**config.mk**
```make
export PLATFORM = sky130hd
export DESIGN_NAME = dtco_timer
export DESIGN_NICKNAME = d
export VERILOG_FILES = /design/src/design/dtco_pkg.sv /design/src/design/dtco_timer.sv
export SDC_FILE = /design/constraint.sdc
export NUM_CORES = 1
export LEC_CHECK = 0
export BUFFER_PORTS_ARGS = -buffer_cell sky130_fd_sc_hd__clkbuf_2
export CAP_MARGIN = 20
export CORE_MARGIN = 2
export CORE_UTILIZATION = 25
export CTS_CLUSTER_DIAMETER = 120
export CTS_CLUSTER_SIZE = 30
export DETAILED_ROUTE_END_ITERATION = 10
export GPL_TIMING_DRIVEN = 0
export HOLD_SLACK_MARGIN = 0.08
export MAX_ROUTING_LAYER = met4
export PLACE_DENSITY = 0.46
export SETUP_SLACK_MARGIN = 0.4
export SYNTH_ARGS = -nofsm -noshare
export SYNTH_HDL_FRONTEND = slang
export SYNTH_SLANG_ARGS = --single-unit
export TNS_END_PERCENT = 1
```
**constraint.sdc**
```tcl
create_clock -name clk -period 2.45 [get_ports clk]
set_input_delay 0.245 -clock clk [delete_from_list [all_inputs] [get_ports clk]]
set_output_delay 0.245 -clock clk [all_outputs]
set_load 0.02 [all_outputs]
```
**src/design/dtco_pkg.sv**
```systemverilog
/*
  dtco_pkg: addresses, field positions, reset values and prescaler
  shifts for the dual 8-bit timer with carrier output control.
  Assumes a byte-wide special-function-register port on the host side.
*/
package dtco_pkg;
  // register addresses
  localparam logic [15:0] DTCO_ADDR_CNT_A  = 16'hFF62;
  localparam logic [15:0] DTCO_ADDR_CNT_B  = 16'hFF63;
  localparam logic [15:0] DTCO_ADDR_TMC_A  = 16'hFF65;
  localparam logic [15:0] DTCO_ADDR_CMP_A  = 16'hFF66;
  localparam logic [15:0] DTCO_ADDR_CMP_B  = 16'hFF67;
  localparam logic [15:0] DTCO_ADDR_TMC_B  = 16'hFF69;
  localparam logic [15:0] DTCO_ADDR_COC    = 16'hFF6A;
  localparam logic [15:0] DTCO_ADDR_PORT6  = 16'hFF06;
  localparam logic [15:0] DTCO_ADDR_PDIR6  = 16'hFF26;
  // reset values
  localparam logic [7:0]  DTCO_RST_TMC     = 8'h00;
  localparam logic [7:0]  DTCO_RST_COC     = 8'h00;
  localparam logic [7:0]  DTCO_RST_PDIR6   = 8'hFF;
  localparam logic [7:0]  DTCO_RST_PORT6   = 8'h00;
  localparam logic [7:0]  DTCO_RST_CMP     = 8'h00;
  // field positions, both mode control registers
  localparam int          DTCO_TCE_BIT     = 7;
  localparam int          DTCO_TOE_BIT     = 0;
  localparam int          DTCO_CLKB_LSB    = 3;
  localparam int          DTCO_CLKA_LSB    = 3;
  localparam int          DTCO_MODEA_BIT   = 1;
  localparam int          DTCO_MODEB_LSB   = 1;
  // carrier output control fields
  localparam int          DTCO_ODATA_BIT   = 0;
  localparam int          DTCO_NEXT_BIT    = 1;
  localparam int          DTCO_RSEL_BIT    = 2;
  // mode codes {timer a bit, timer b two bits}
  localparam logic [2:0]  DTCO_MODE_INDEP  = 3'h0;
  localparam logic [2:0]  DTCO_MODE_CARR   = 3'h3;
  // prescaler shifts of the main clock
  localparam logic [3:0]  DTCO_SH_A0       = 4'h6;
  localparam logic [3:0]  DTCO_SH_A1       = 4'h8;
  localparam logic [3:0]  DTCO_SH_B0       = 4'h0;
  localparam logic [3:0]  DTCO_SH_B1       = 4'h2;
  localparam logic [3:0]  DTCO_SH_B2       = 4'h1;
  localparam logic [3:0]  DTCO_SH_B3       = 4'h2;
  localparam logic [3:0]  DTCO_SH_B4       = 4'h3;
  localparam logic [3:0]  DTCO_SH_B5       = 4'h4;
endpackage

```
**src/design/dtco_timer.sv**
```systemverilog
/*
  dtco_timer: two 8-bit timers in independent mode, timer b square
  wave, carrier output gating from a reloaded data bit, port 6 pins.
  Assumes clk is the main system clock and the host writes whole bytes.
*/
// Summary of operation
// [RULE1] output control register resets to zero; byte writes only
// [RULE2] with data bit 1, select 0 gives carrier, select 1 gives high
// [RULE3] each rising timer a match copies buffer bit into data bit
// [RULE4] data bit 0 drives output low and stops the carrier clock
// [RULE5] software writes zero to control bits 3 to 7
// [RULE6] software updates the control register with byte writes only
// [RULE7] data bit writes ignored while timer b output is enabled
// [RULE8] buffer bit is lost on stop; software rewrites before restart
// [RULE9] software loads compares and data bits before carrier operation
// [RULE10] direction register resets to ones; 0 output, 1 input
// [RULE11] software clears direction and latch to route timer b out
// [RULE12] compare match clears counter, counting goes on, interrupt fires
// [RULE13] software follows the interval timer setup order
// [RULE14] software stops a timer before changing its clock select
// [RULE15] timer a clock: fx/64, fx/256, b match, b carrier clock
// [RULE16] timer b clock: fx/1, /4, /2, /4, /8, /16
// [RULE17] only timer b has square wave; timer a is interval only
// [RULE18] square wave: match toggles pin, clears counter, interrupts
// [RULE19] clearing b count enable forces output low; starts low
// [RULE20] square wave period is 2*(compare+1) count clock periods
// [RULE21] software follows the square wave setup order
// [RULE22] output is low at the moment output enable is set
// [RULE23] count enable 0 clears and stops counter; 1 starts it
// [RULE24] mode 000 is independent; output enable 0 leaves port mode
// [RULE25] counters clear after reset and on overflow
// [RULE26] match interrupt is a one-clock pulse at the clearing cycle
`timescale 1ns/1ps
module dtco_timer (
  // clock and reset
  input  wire logic        clk,
  input  wire logic        reset_n,
  // register port
  input  wire logic [15:0] sfr_addr,
  input  wire logic        sfr_wr,
  input  wire logic        sfr_rd,
  input  wire logic [7:0]  sfr_wdata,
  output logic      [7:0]  sfr_rdata,
  // interrupts
  output logic             timer_a_match_interrupt,
  output logic             timer_b_match_interrupt,
  // port 6 pins, pin 0 shared with timer b output
  input  wire logic [1:0]  port6_pin_in,
  output logic      [1:0]  port6_pin_out,
  output logic      [1:0]  port6_pin_oe_n
);
  import dtco_pkg::*;

  logic [7:0] tmc_a_reg;
  logic [7:0] tmc_b_reg;
  logic [7:0] cmp_a_reg;
  logic [7:0] cmp_b_reg;
  logic [7:0] cnt_a_reg;
  logic [7:0] cnt_b_reg;
  logic [7:0] div_reg;
  logic [1:0] port6_dir_reg;
  logic [1:0] port6_lat_reg;
  logic       rsel_reg;
  logic       next_reg;
  logic       odata_reg;
  logic       tob_reg;
  logic       tob_prev_reg;

  function automatic logic pre_tick(input logic [7:0] d,
                                    input logic [3:0] sh);
    logic [7:0] mask;
    mask = 8'((9'h001 << sh) - 9'h001);
    return (d & mask) == mask;
  endfunction

  // decode
  wire wr_tmc_a = sfr_wr && sfr_addr == DTCO_ADDR_TMC_A;
  wire wr_tmc_b = sfr_wr && sfr_addr == DTCO_ADDR_TMC_B;
  wire wr_cmp_a = sfr_wr && sfr_addr == DTCO_ADDR_CMP_A;
  wire wr_cmp_b = sfr_wr && sfr_addr == DTCO_ADDR_CMP_B;
  wire wr_coc   = sfr_wr && sfr_addr == DTCO_ADDR_COC;
  wire wr_pdir  = sfr_wr && sfr_addr == DTCO_ADDR_PDIR6;
  wire wr_port  = sfr_wr && sfr_addr == DTCO_ADDR_PORT6;

  wire       tce_a  = tmc_a_reg[DTCO_TCE_BIT];
  wire       tce_b  = tmc_b_reg[DTCO_TCE_BIT];
  wire       toe_b  = tmc_b_reg[DTCO_TOE_BIT];
  wire [1:0] clk_a  = tmc_a_reg[DTCO_CLKA_LSB +: 2];
  wire [2:0] clk_b  = tmc_b_reg[DTCO_CLKB_LSB +: 3];
  wire [2:0] mode   = {tmc_a_reg[DTCO_MODEA_BIT],
                       tmc_b_reg[DTCO_MODEB_LSB +: 2]};
  wire       m_ind  = mode == DTCO_MODE_INDEP;  // see [RULE24]
  wire       m_car  = mode == DTCO_MODE_CARR;

  // timer b count clock
  wire tick_b = clk_b == 3'h0 ? pre_tick(div_reg, DTCO_SH_B0) : // see [RULE16]
                clk_b == 3'h1 ? pre_tick(div_reg, DTCO_SH_B1) :
                clk_b == 3'h2 ? pre_tick(div_reg, DTCO_SH_B2) :
                clk_b == 3'h3 ? pre_tick(div_reg, DTCO_SH_B3) :
                clk_b == 3'h4 ? pre_tick(div_reg, DTCO_SH_B4) :
                clk_b == 3'h5 ? pre_tick(div_reg, DTCO_SH_B5) : 1'b0;
  wire match_b = tce_b && tick_b && cnt_b_reg == cmp_b_reg;

  // carrier clock is the rising edge of timer b output, held while
  // the data bit is 0 in carrier mode
  wire car_clk = tob_reg && !tob_prev_reg &&
                 !(m_car && !odata_reg);               // see [RULE4]
  wire tick_a  = clk_a == 2'h0 ? pre_tick(div_reg, DTCO_SH_A0) : // see [RULE15]
                 clk_a == 2'h1 ? pre_tick(div_reg, DTCO_SH_A1) :
                 clk_a == 2'h2 ? timer_b_match_interrupt : car_clk;
  wire match_a = tce_a && tick_a && cnt_a_reg == cmp_a_reg;
  // match held across back-to-back ticks counts as one rising edge
  wire rise_a  = match_a && !timer_a_match_interrupt;   // see [RULE3]

  // timer b output level on the shared pin
  wire wave_on = toe_b && tce_b && (m_ind || m_car);    // see [RULE17]
  // the enabling write itself forces the output low
  wire toe_set = wr_tmc_b && sfr_wdata[DTCO_TOE_BIT] && !toe_b; // see [RULE22]
  wire tob_nxt = !tce_b ? 1'b0 :                        // see [RULE19]
                 toe_set ? 1'b0 :
                 (match_b && wave_on) ? !tob_reg : tob_reg; // see [RULE18]
  wire car_lvl = !odata_reg ? 1'b0 :                    // see [RULE4]
                 rsel_reg ? 1'b1 : tob_reg;             // see [RULE2]
  wire tmr_lvl = m_car ? car_lvl : tob_reg;
  wire pin0    = toe_b ? tmr_lvl : port6_lat_reg[0];    // see [RULE24]

  wire [7:0] rd_mux =
    sfr_addr == DTCO_ADDR_TMC_A ? tmc_a_reg :
    sfr_addr == DTCO_ADDR_TMC_B ? tmc_b_reg :
    sfr_addr == DTCO_ADDR_CMP_A ? cmp_a_reg :
    sfr_addr == DTCO_ADDR_CMP_B ? cmp_b_reg :
    sfr_addr == DTCO_ADDR_CNT_A ? cnt_a_reg :
    sfr_addr == DTCO_ADDR_CNT_B ? cnt_b_reg :
    sfr_addr == DTCO_ADDR_COC   ? {5'h00, rsel_reg, next_reg, odata_reg} :
    sfr_addr == DTCO_ADDR_PDIR6 ? {6'h3F, port6_dir_reg} :
    sfr_addr == DTCO_ADDR_PORT6 ? {6'h00, port6_pin_in} : 8'h00;

  always_ff @(posedge clk or negedge reset_n) begin
    if (!reset_n) begin
      div_reg <= 8'h00;
    end else begin
      div_reg <= div_reg + 8'h01;
    end
  end

  always_ff @(posedge clk or negedge reset_n) begin
    if (!reset_n) begin
      tmc_a_reg     <= DTCO_RST_TMC;
      tmc_b_reg     <= DTCO_RST_TMC;
      cmp_a_reg     <= DTCO_RST_CMP;
      cmp_b_reg     <= DTCO_RST_CMP;
      port6_dir_reg <= DTCO_RST_PDIR6[1:0];             // see [RULE10]
      port6_lat_reg <= DTCO_RST_PORT6[1:0];
    end else begin
      if (wr_tmc_a) tmc_a_reg <= sfr_wdata;
      if (wr_tmc_b) tmc_b_reg <= sfr_wdata;
      if (wr_cmp_a) cmp_a_reg <= sfr_wdata;
      if (wr_cmp_b) cmp_b_reg <= sfr_wdata;
      if (wr_pdir)  port6_dir_reg <= sfr_wdata[1:0];
      if (wr_port)  port6_lat_reg <= sfr_wdata[1:0];
    end
  end

  // counters: clear when stopped, on match, wrap on overflow
  always_ff @(posedge clk or negedge reset_n) begin
    if (!reset_n) begin
      cnt_a_reg <= 8'h00;                               // see [RULE25]
      cnt_b_reg <= 8'h00;
    end else begin
      if (!tce_a || match_a) cnt_a_reg <= 8'h00;        // see [RULE12]
      else if (tick_a)       cnt_a_reg <= cnt_a_reg + 8'h01;
      if (!tce_b || match_b) cnt_b_reg <= 8'h00;        // see [RULE23]
      else if (tick_b)       cnt_b_reg <= cnt_b_reg + 8'h01;
    end
  end

  // carrier output control; the hardware reload beats a software write
  always_ff @(posedge clk or negedge reset_n) begin
    if (!reset_n) begin
      rsel_reg  <= DTCO_RST_COC[DTCO_RSEL_BIT];         // see [RULE1]
      next_reg  <= DTCO_RST_COC[DTCO_NEXT_BIT];
      odata_reg <= DTCO_RST_COC[DTCO_ODATA_BIT];
    end else begin
      if (wr_coc) begin
        rsel_reg <= sfr_wdata[DTCO_RSEL_BIT];
        next_reg <= sfr_wdata[DTCO_NEXT_BIT];
      end else if (wr_tmc_b && tce_b && !sfr_wdata[DTCO_TCE_BIT]) begin
        next_reg <= 1'b0;                               // see [RULE8]
      end
      if (rise_a)
        odata_reg <= next_reg;                          // see [RULE3]
      else if (wr_coc && !toe_b)
        odata_reg <= sfr_wdata[DTCO_ODATA_BIT];         // see [RULE7]
    end
  end

  always_ff @(posedge clk or negedge reset_n) begin
    if (!reset_n) begin
      tob_reg                 <= 1'b0;
      tob_prev_reg            <= 1'b0;
      timer_a_match_interrupt <= 1'b0;
      timer_b_match_interrupt <= 1'b0;
      port6_pin_out           <= 2'h0;
      port6_pin_oe_n          <= 2'h3;
      sfr_rdata               <= 8'h00;
    end else begin
      tob_reg                 <= tob_nxt;
      tob_prev_reg            <= tob_reg;
      timer_a_match_interrupt <= match_a;               // see [RULE26]
      timer_b_match_interrupt <= match_b;
      port6_pin_out           <= {port6_lat_reg[1], pin0};
      port6_pin_oe_n          <= port6_dir_reg;         // see [RULE10]
      if (sfr_rd) sfr_rdata   <= rd_mux;
    end
  end

  // helper: cycles since the last timer b match; armed only after a match
  // with an unchanged setup, so the first period after a restart is skipped
  logic [15:0] half_cnt_reg;
  logic        half_arm_reg;
  always_ff @(posedge clk or negedge reset_n) begin
    if (!reset_n) begin
      half_cnt_reg <= 16'h0000;
      half_arm_reg <= 1'b0;
    end else begin
      if (match_b)
        half_cnt_reg <= 16'h0001;
      else if (half_cnt_reg != 16'hFFFF)
        half_cnt_reg <= half_cnt_reg + 16'h0001;
      if (!wave_on || wr_tmc_b || wr_cmp_b)
        half_arm_reg <= 1'b0;
      else if (match_b)
        half_arm_reg <= 1'b1;
    end
  end

  // each check looks one edge after its cause, except a_irq_b_pulse, a_oe_follows_dir, a_enable_low and a_half_period, which check in the same cycle
  a_match_clears_a: assert property ( // see [RULE12]
    @(posedge clk) disable iff (!reset_n)
    match_a |=> cnt_a_reg == 8'h00 && timer_a_match_interrupt)
    else $error("timer a match did not clear counter");
  a_match_clears_b: assert property ( // see [RULE18]
    @(posedge clk) disable iff (!reset_n)
    match_b |=> cnt_b_reg == 8'h00 && timer_b_match_interrupt)
    else $error("timer b match did not clear counter");
  a_irq_b_pulse: assert property ( // see [RULE26]
    @(posedge clk) disable iff (!reset_n)
    timer_b_match_interrupt |-> $past(cnt_b_reg) == $past(cmp_b_reg))
    else $error("timer b interrupt without match");
  a_reload_data: assert property ( // see [RULE3]
    @(posedge clk) disable iff (!reset_n)
    rise_a |=> odata_reg == $past(next_reg))
    else $error("data bit not reloaded on timer a match");
  a_data_locked: assert property ( // see [RULE7]
    @(posedge clk) disable iff (!reset_n)
    (toe_b && !rise_a) |=> $stable(odata_reg))
    else $error("data bit changed while output enabled");
  a_buffer_lost: assert property ( // see [RULE8]
    @(posedge clk) disable iff (!reset_n)
    (wr_tmc_b && tce_b && !sfr_wdata[DTCO_TCE_BIT]) |=> !next_reg)
    else $error("buffer bit kept across a stop");
  a_stop_clears: assert property ( // see [RULE19]
    @(posedge clk) disable iff (!reset_n)
    !tce_b |=> cnt_b_reg == 8'h00 && !tob_reg)
    else $error("timer b stop did not clear count and output");
  a_carrier_low: assert property ( // see [RULE4]
    @(posedge clk) disable iff (!reset_n)
    (toe_b && m_car && !odata_reg) |=> !port6_pin_out[0])
    else $error("pin not low with data bit zero");
  a_remote_high: assert property ( // see [RULE2]
    @(posedge clk) disable iff (!reset_n)
    (toe_b && m_car && odata_reg && rsel_reg) |=> port6_pin_out[0])
    else $error("pin not high in remote high mode");
  a_remote_pulse: assert property ( // see [RULE2]
    @(posedge clk) disable iff (!reset_n)
    (toe_b && m_car && odata_reg && !rsel_reg)
    |=> port6_pin_out[0] == $past(tob_reg))
    else $error("pin does not follow the carrier pulse");
  a_port_mode: assert property ( // see [RULE24]
    @(posedge clk) disable iff (!reset_n)
    !toe_b |=> port6_pin_out[0] == $past(port6_lat_reg[0]))
    else $error("pin 0 not driven from the latch in port mode");
  a_oe_follows_dir: assert property ( // see [RULE10]
    @(posedge clk) disable iff (!reset_n)
    port6_pin_oe_n == $past(port6_dir_reg))
    else $error("output enables do not follow the direction bits");
  a_toggle_match: assert property ( // see [RULE18]
    @(posedge clk) disable iff (!reset_n)
    (match_b && wave_on && !wr_tmc_b) |=> tob_reg != $past(tob_reg))
    else $error("square wave did not toggle on match");
  a_enable_low: assert property ( // see [RULE22]
    @(posedge clk) disable iff (!reset_n)
    $rose(toe_b) |-> !tob_reg)
    else $error("output not low when output enabled");
  a_tick_b_rate: assert property ( // see [RULE16]
    @(posedge clk) disable iff (!reset_n)
    (tce_b && clk_b == 3'h1 && div_reg[1:0] != 2'h3) |=> $stable(cnt_b_reg))
    else $error("timer b counted off its quarter rate tick");
  a_tick_a_rate: assert property ( // see [RULE15]
    @(posedge clk) disable iff (!reset_n)
    (tce_a && clk_a == 2'h0 && div_reg[5:0] != 6'h3F) |=> $stable(cnt_a_reg))
    else $error("timer a counted off its slow tick");
  a_half_period: assert property ( // see [RULE20]
    @(posedge clk) disable iff (!reset_n)
    (match_b && wave_on && clk_b == 3'h0 && half_arm_reg)
    |-> half_cnt_reg == {8'h00, cmp_b_reg} + 16'h0001)
    else $error("square wave half period wrong");
endmodule

```
### After elaboration in Yosys (flattened, before gate mapping)

Index checks and enable logic that the tools add are counted.
Widths: inputs -> output; s select.

* multiplexer cells: 33
* add/subtract/negate cells: 3
* eq/ne operators: 25
* reductions and logical operators: 42

Operators with widths (count)
* $eq 16x16->1 const B: 9
* $mux 8: 12
* $add 8x1->8 const B: 3
* $logic_and 1x1->1: 23
* $mux 1: 20
* $eq 8x8->1: 2
* $eq 3x2->1 const B: 3
* $eq 3x3->1 const B: 3
* $logic_not 1->1: 9
* $eq 8x8->1 const B: 1
* $reduce_bool 2->1: 4
* $eq 6x6->1 const B: 1
* $logic_not 3->1: 2
* $eq 2x2->1 const B: 2
* $eq 4x4->1 const B: 1
* $eq 3x1->1 const B: 1
* $logic_or 1x1->1: 3
* $ne 3x1->1 const B: 1
* $eq 2x1->1 const B: 1
* $logic_not 2->1: 1
* $mux 2: 1

* register bits: 79
* input port bits: 30

### Depth between registers and ports, before layout

* word-level depth: 13
* depth in mapped cells: 8

### Worst setup path before layout

No wires, ideal clock.

* path kind: register to register
* start: register div_reg[0]
* end: register cnt_b_reg[7]
* setup time: 0.084 ns
* required time: 2.366 ns
* path slack: 0.541 ns
* arrival time: 1.825 ns
* cell stages (with the launch flop): 9
* buffers on the path: 0
* cell sequence: dfrtp_1 ha_1 ha_1 nor2_1 o21a_1 a211oi_2 nand2b_1 or3_1 a21boi_0

* word-level cells in the longest chain between the ends: 11
* elaborated cells on any way between the ends: 14

Ends and longest elaborated chain
* from (decl): RTL line dtco_timer.sv:60 `logic [7:0] div_reg;`
* from (signal assigned): RTL line dtco_timer.sv:142 `div_reg <= div_reg + 8'h01;`
* $eq 4x4->1: RTL line dtco_timer.sv:73 `return (d & mask) == mask;`
* $mux 1: RTL line dtco_timer.sv:101 `clk_b == 3'h5 ? pre_tick(div_reg, DTCO_SH_B5) : 1'b0;`
* $mux 1: RTL line dtco_timer.sv:100 `clk_b == 3'h4 ? pre_tick(div_reg, DTCO_SH_B4) :`
* $mux 1: RTL line dtco_timer.sv:99 `clk_b == 3'h3 ? pre_tick(div_reg, DTCO_SH_B3) :`
* $mux 1: RTL line dtco_timer.sv:98 `clk_b == 3'h2 ? pre_tick(div_reg, DTCO_SH_B2) :`
* $mux 1 *: RTL line dtco_timer.sv:97 `clk_b == 3'h1 ? pre_tick(div_reg, DTCO_SH_B1) :`
* $mux 1 *: RTL line dtco_timer.sv:96 `wire tick_b = clk_b == 3'h0 ? pre_tick(div_reg, DTCO_SH_B0) :`
* $logic_and 1x1->1 (2 in series): RTL line dtco_timer.sv:102 `wire match_b = tce_b && tick_b && cnt_b_reg == cmp_b_reg;`
* $logic_or 1x1->1: RTL line dtco_timer.sv:172 `if (!tce_b || match_b) cnt_b_reg <= 8'h00;`
* $mux 8 or $reduce_bool 2->1 (tied branches)
* to (signal assigned): RTL line dtco_timer.sv:173 `else if (tick_b) cnt_b_reg <= cnt_b_reg + 8'h01;`
* to (decl): RTL line dtco_timer.sv:59 `logic [7:0] cnt_b_reg;`

Every way passes the cells marked *; elsewhere a longest branch is shown, timed or not.
A chain may end at the register's enable or synchronous reset.

### Final worst setup path

* start: register div_reg[1]
* end: register cnt_b_reg[6]

Same word-level chain as after synthesis.

==> results.sh <==
export IMPL_diodes=0
export IMPL_async_reset_ff_share_pct=100.0
export IMPL_placed_cell_area_um2=4853
export IMPL_cp_data_required_time_ps=2710
export IMPL_r2r_end="cnt_b_reg[6]"
export IMPL_setup_slack_ps=486.9
export IMPL_rows=48
export IMPL_hold_start="sfr_wdata[4]"
export IMPL_synth_seq_area_share_pct=45.70
export IMPL_htreeDepth=3
export IMPL_drc=0
export IMPL_antenna_found_initial=0
export IMPL_vias=3417
export IMPL_drt_vias_per_instance=4.861
export IMPL_clkTransAtPathRegs_ps=60
export IMPL_reg2reg_from="div_reg[1]"
export IMPL_grt_overflow=0
export IMPL_dp_slack_ps=30.87
export IMPL_synth_compound_area_share_pct=11.63
export IMPL_synth_cells=412
export IMPL_insertion_delay_ps=340
export IMPL_cts_tree="built"
export IMPL_synth_top_family_by_area="simple AND/OR/NAND/NOR gates"
export IMPL_met1Wirelength_mm=5.672
export IMPL_gp_congestion=0.9092
export IMPL_critical_path_class="reg -> reg"
export IMPL_synthFlopType="dfrtp_1"
export IMPL_yosysTopAreaCell="dfrtp_1"
export IMPL_crit_path_end_kind="flop"
export IMPL_post_route_util_pct=31.02
export IMPL_mostFrequentLayoutCell="dfrtp_1"
export IMPL_synth_edf_count=0
export IMPL_syn_area_um2=4337
export IMPL_drt_iter0_markers=237
export IMPL_grt_pass1_wl_mm=19.39
export IMPL_crit_path_start_kind="flop"
export IMPL_port_buffer_count=41
export IMPL_final_cell_area_um2=5309
export IMPL_synth_top_area_share_pct=43.28
export IMPL_min_to="tmc_a_reg[4]"
export IMPL_dp_cells=679
export IMPL_synth_seq_cells=79
export IMPL_report_final_slew_viol_count=0
export IMPL_avgRoutedWirePerCell_um=17.30
export IMPL_first_pass_iters=4
export IMPL_setup_tns_ps=0
export IMPL_synth_area_leaders="dfrtp_1 (43%), mux2_2 (10%), xnor2_1 (4.0%), nand3_1 (3.5%), o21ai_0 (3.0%)"
export IMPL_fill_cells=1771
export IMPL_maxUsedRoutingLayer="met4"
export IMPL_start_util_pct=25.34
export IMPL_wirelength_mm=12.17
export IMPL_wl_met2_mm=5.782
export IMPL_fin_crit_ps=1963
export IMPL_synth_simple_area_share_pct=22.62
export IMPL_layout_common_cells="dfrtp_1 (74), clkbuf_2 (41), mux2_2 (39)"
export IMPL_yosys_warnings=0
export IMPL_vdd_ir_drop_max_mv=0.2422
export IMPL_timing_final_crit_share_pct=80.13
export IMPL_critPathArrivalTime_ps=2220
export IMPL_max_cap_violations=0
export IMPL_run_status="complete, no violations"
export IMPL_dp_hpwl_mm=9.028
export IMPL_ys_types=66
export IMPL_nNetsFinal=507
export IMPL_ioPinCount=44
export IMPL_fmax_mhz=509.4
export IMPL_yosys_area_share_adder_pct=1.154
export IMPL_drive_gt1_share_pct=29.29
export IMPL_wl_met3_um=625
export IMPL_postSynthAreaPerCell_um2=10.53
export IMPL_ant_nets=0
export IMPL_syn_to_final_growth_pct=22.42
export IMPL_hold_path_depth=2
export IMPL_rsz0062_at_grt="yes"
export IMPL_chipHeight_um=135.7
export IMPL_clk_path_buf_depth=2
export IMPL_r2r_setup_slack_ps=490
export IMPL_dieArea_um2=18420
export IMPL_power_leakage_nw=2.266
export IMPL_grt_max_degree=52
export IMPL_grt_use_total_pct=14.46
export IMPL_fin_hold_ws_ps=220.8
export IMPL_clockRootBuffer="clkbuf_16"
export IMPL_reg2reg_depth=8
export IMPL_syn_nets=446
export IMPL_setup_viol_count_final=0
export IMPL_hold_violations=0
export IMPL_grt_pass1_vias=3427
export IMPL_fin_cells=703
export IMPL_hp_class="in -> reg"
export IMPL_core_area_um2=17120
export IMPL_synthMuxAreaShare_pct=11.86
export IMPL_path_max_fanout=7
export IMPL_slew_headroom_pct=56.72
export IMPL_clock_sinks=79
export IMPL_power_mw=2.936
export IMPL_max_slew_worst_pin_slew_ps=647.5
export IMPL_synthXorXnorAreaFrac_pct=4.443
export IMPL_fin_skew_ps=5.954
export IMPL_power_density_nw_per_um2=553.1
export IMPL_die_w_um=135.7
export IMPL_cts_made_buffers=9
==> cells by family (layout without fill, tap and decap cells) <==
logic type | count (synthesis) | after routing
AOI/OAI and AO/OA | 75 | 75
xor gates and xnor gates | 22 | 22
adders and majority gates | 4 | 4
buffers and inverters | 27 | 93
DFF | 79 | 79
muxes | 46 | 46
and+or+nand+nor | 159 | 159
==> cells in the mapped netlist (7+ instances only) <==
master and instances:
nor2b_1 11, nand3_1 30, nand4_1 13, clkbuf_1 8
and3_1 7, a21boi_0 7, xnor2_1 20, nand2_1 21
inv_1 11, or3_1 7, nor2_1 22, o21ai_0 26
dfrtp_1 75, a21oi_1 7, mux2_2 39
==> layout make-up <==
class / instances / area [um2] / share of cell area, %
timing repair buffer: 50 / 297.8 / 5.609
clock inverter: 5 / 81.33 / 1.532
tap: 225 / 281.5 / 5.303
multi-input combinational: 306 / 2308 / 43.48
sequential: 79 / 1983 / 37.36
buffer: 16 / 72.57 / 1.367
inverter: 11 / 41.29 / 0.7778
clock buffer: 11 / 242.7 / 4.572
==> routing by layer <==
metal	vias up	track usage, %
met5	-	-
met4	0	4.861
met3	6	3.330
met2	65	21.44
met1	1708	19.45
li1	1638	-
==> critical path, stage by stage, from the launching register on <==
cell      delay (ps)
dfrtp_1          370
ha_2             210
ha_1             150
nor2_1            40
o21a_1           210
a211oi_4         250
nand2b_4         110
or3_1            360
a21boi_0         180
==> power breakdown <==
part	internal (mW)	leakage, nW	switching [mW]
Combinational	0.0516	1.05	0.107
Sequential	1.31	1.06	0.00301
Clock	0.921	0.156	0.544
Total	2.28	2.27	0.654
==> worst max-delay path by stage <==
stage,startpoint,to,slack (ps),cells past startpoint
after floorplan,div_reg[0],cnt_b_reg[7],540,8
after global placement,cnt_a_reg[0],odata_reg,-4,7
after detailed placement,cnt_a_reg[0],odata_reg,30,7
after CTS,div_reg[1],cnt_b_reg[6],390,8
after global routing,div_reg[1],cnt_b_reg[5],360,8
final,div_reg[1],cnt_b_reg[6],490,8
==> repair_timing <==
item / CTS / global route
setup endpoints to repair: 18 / 18
hold buffers: 1 / 0
pin swaps: 4 / 4
buffers inserted: 5 / 2
hold endpoints to repair: 25 / 0
gates resized for setup: 12 / 8
Power figures use the tool's default switching activity.
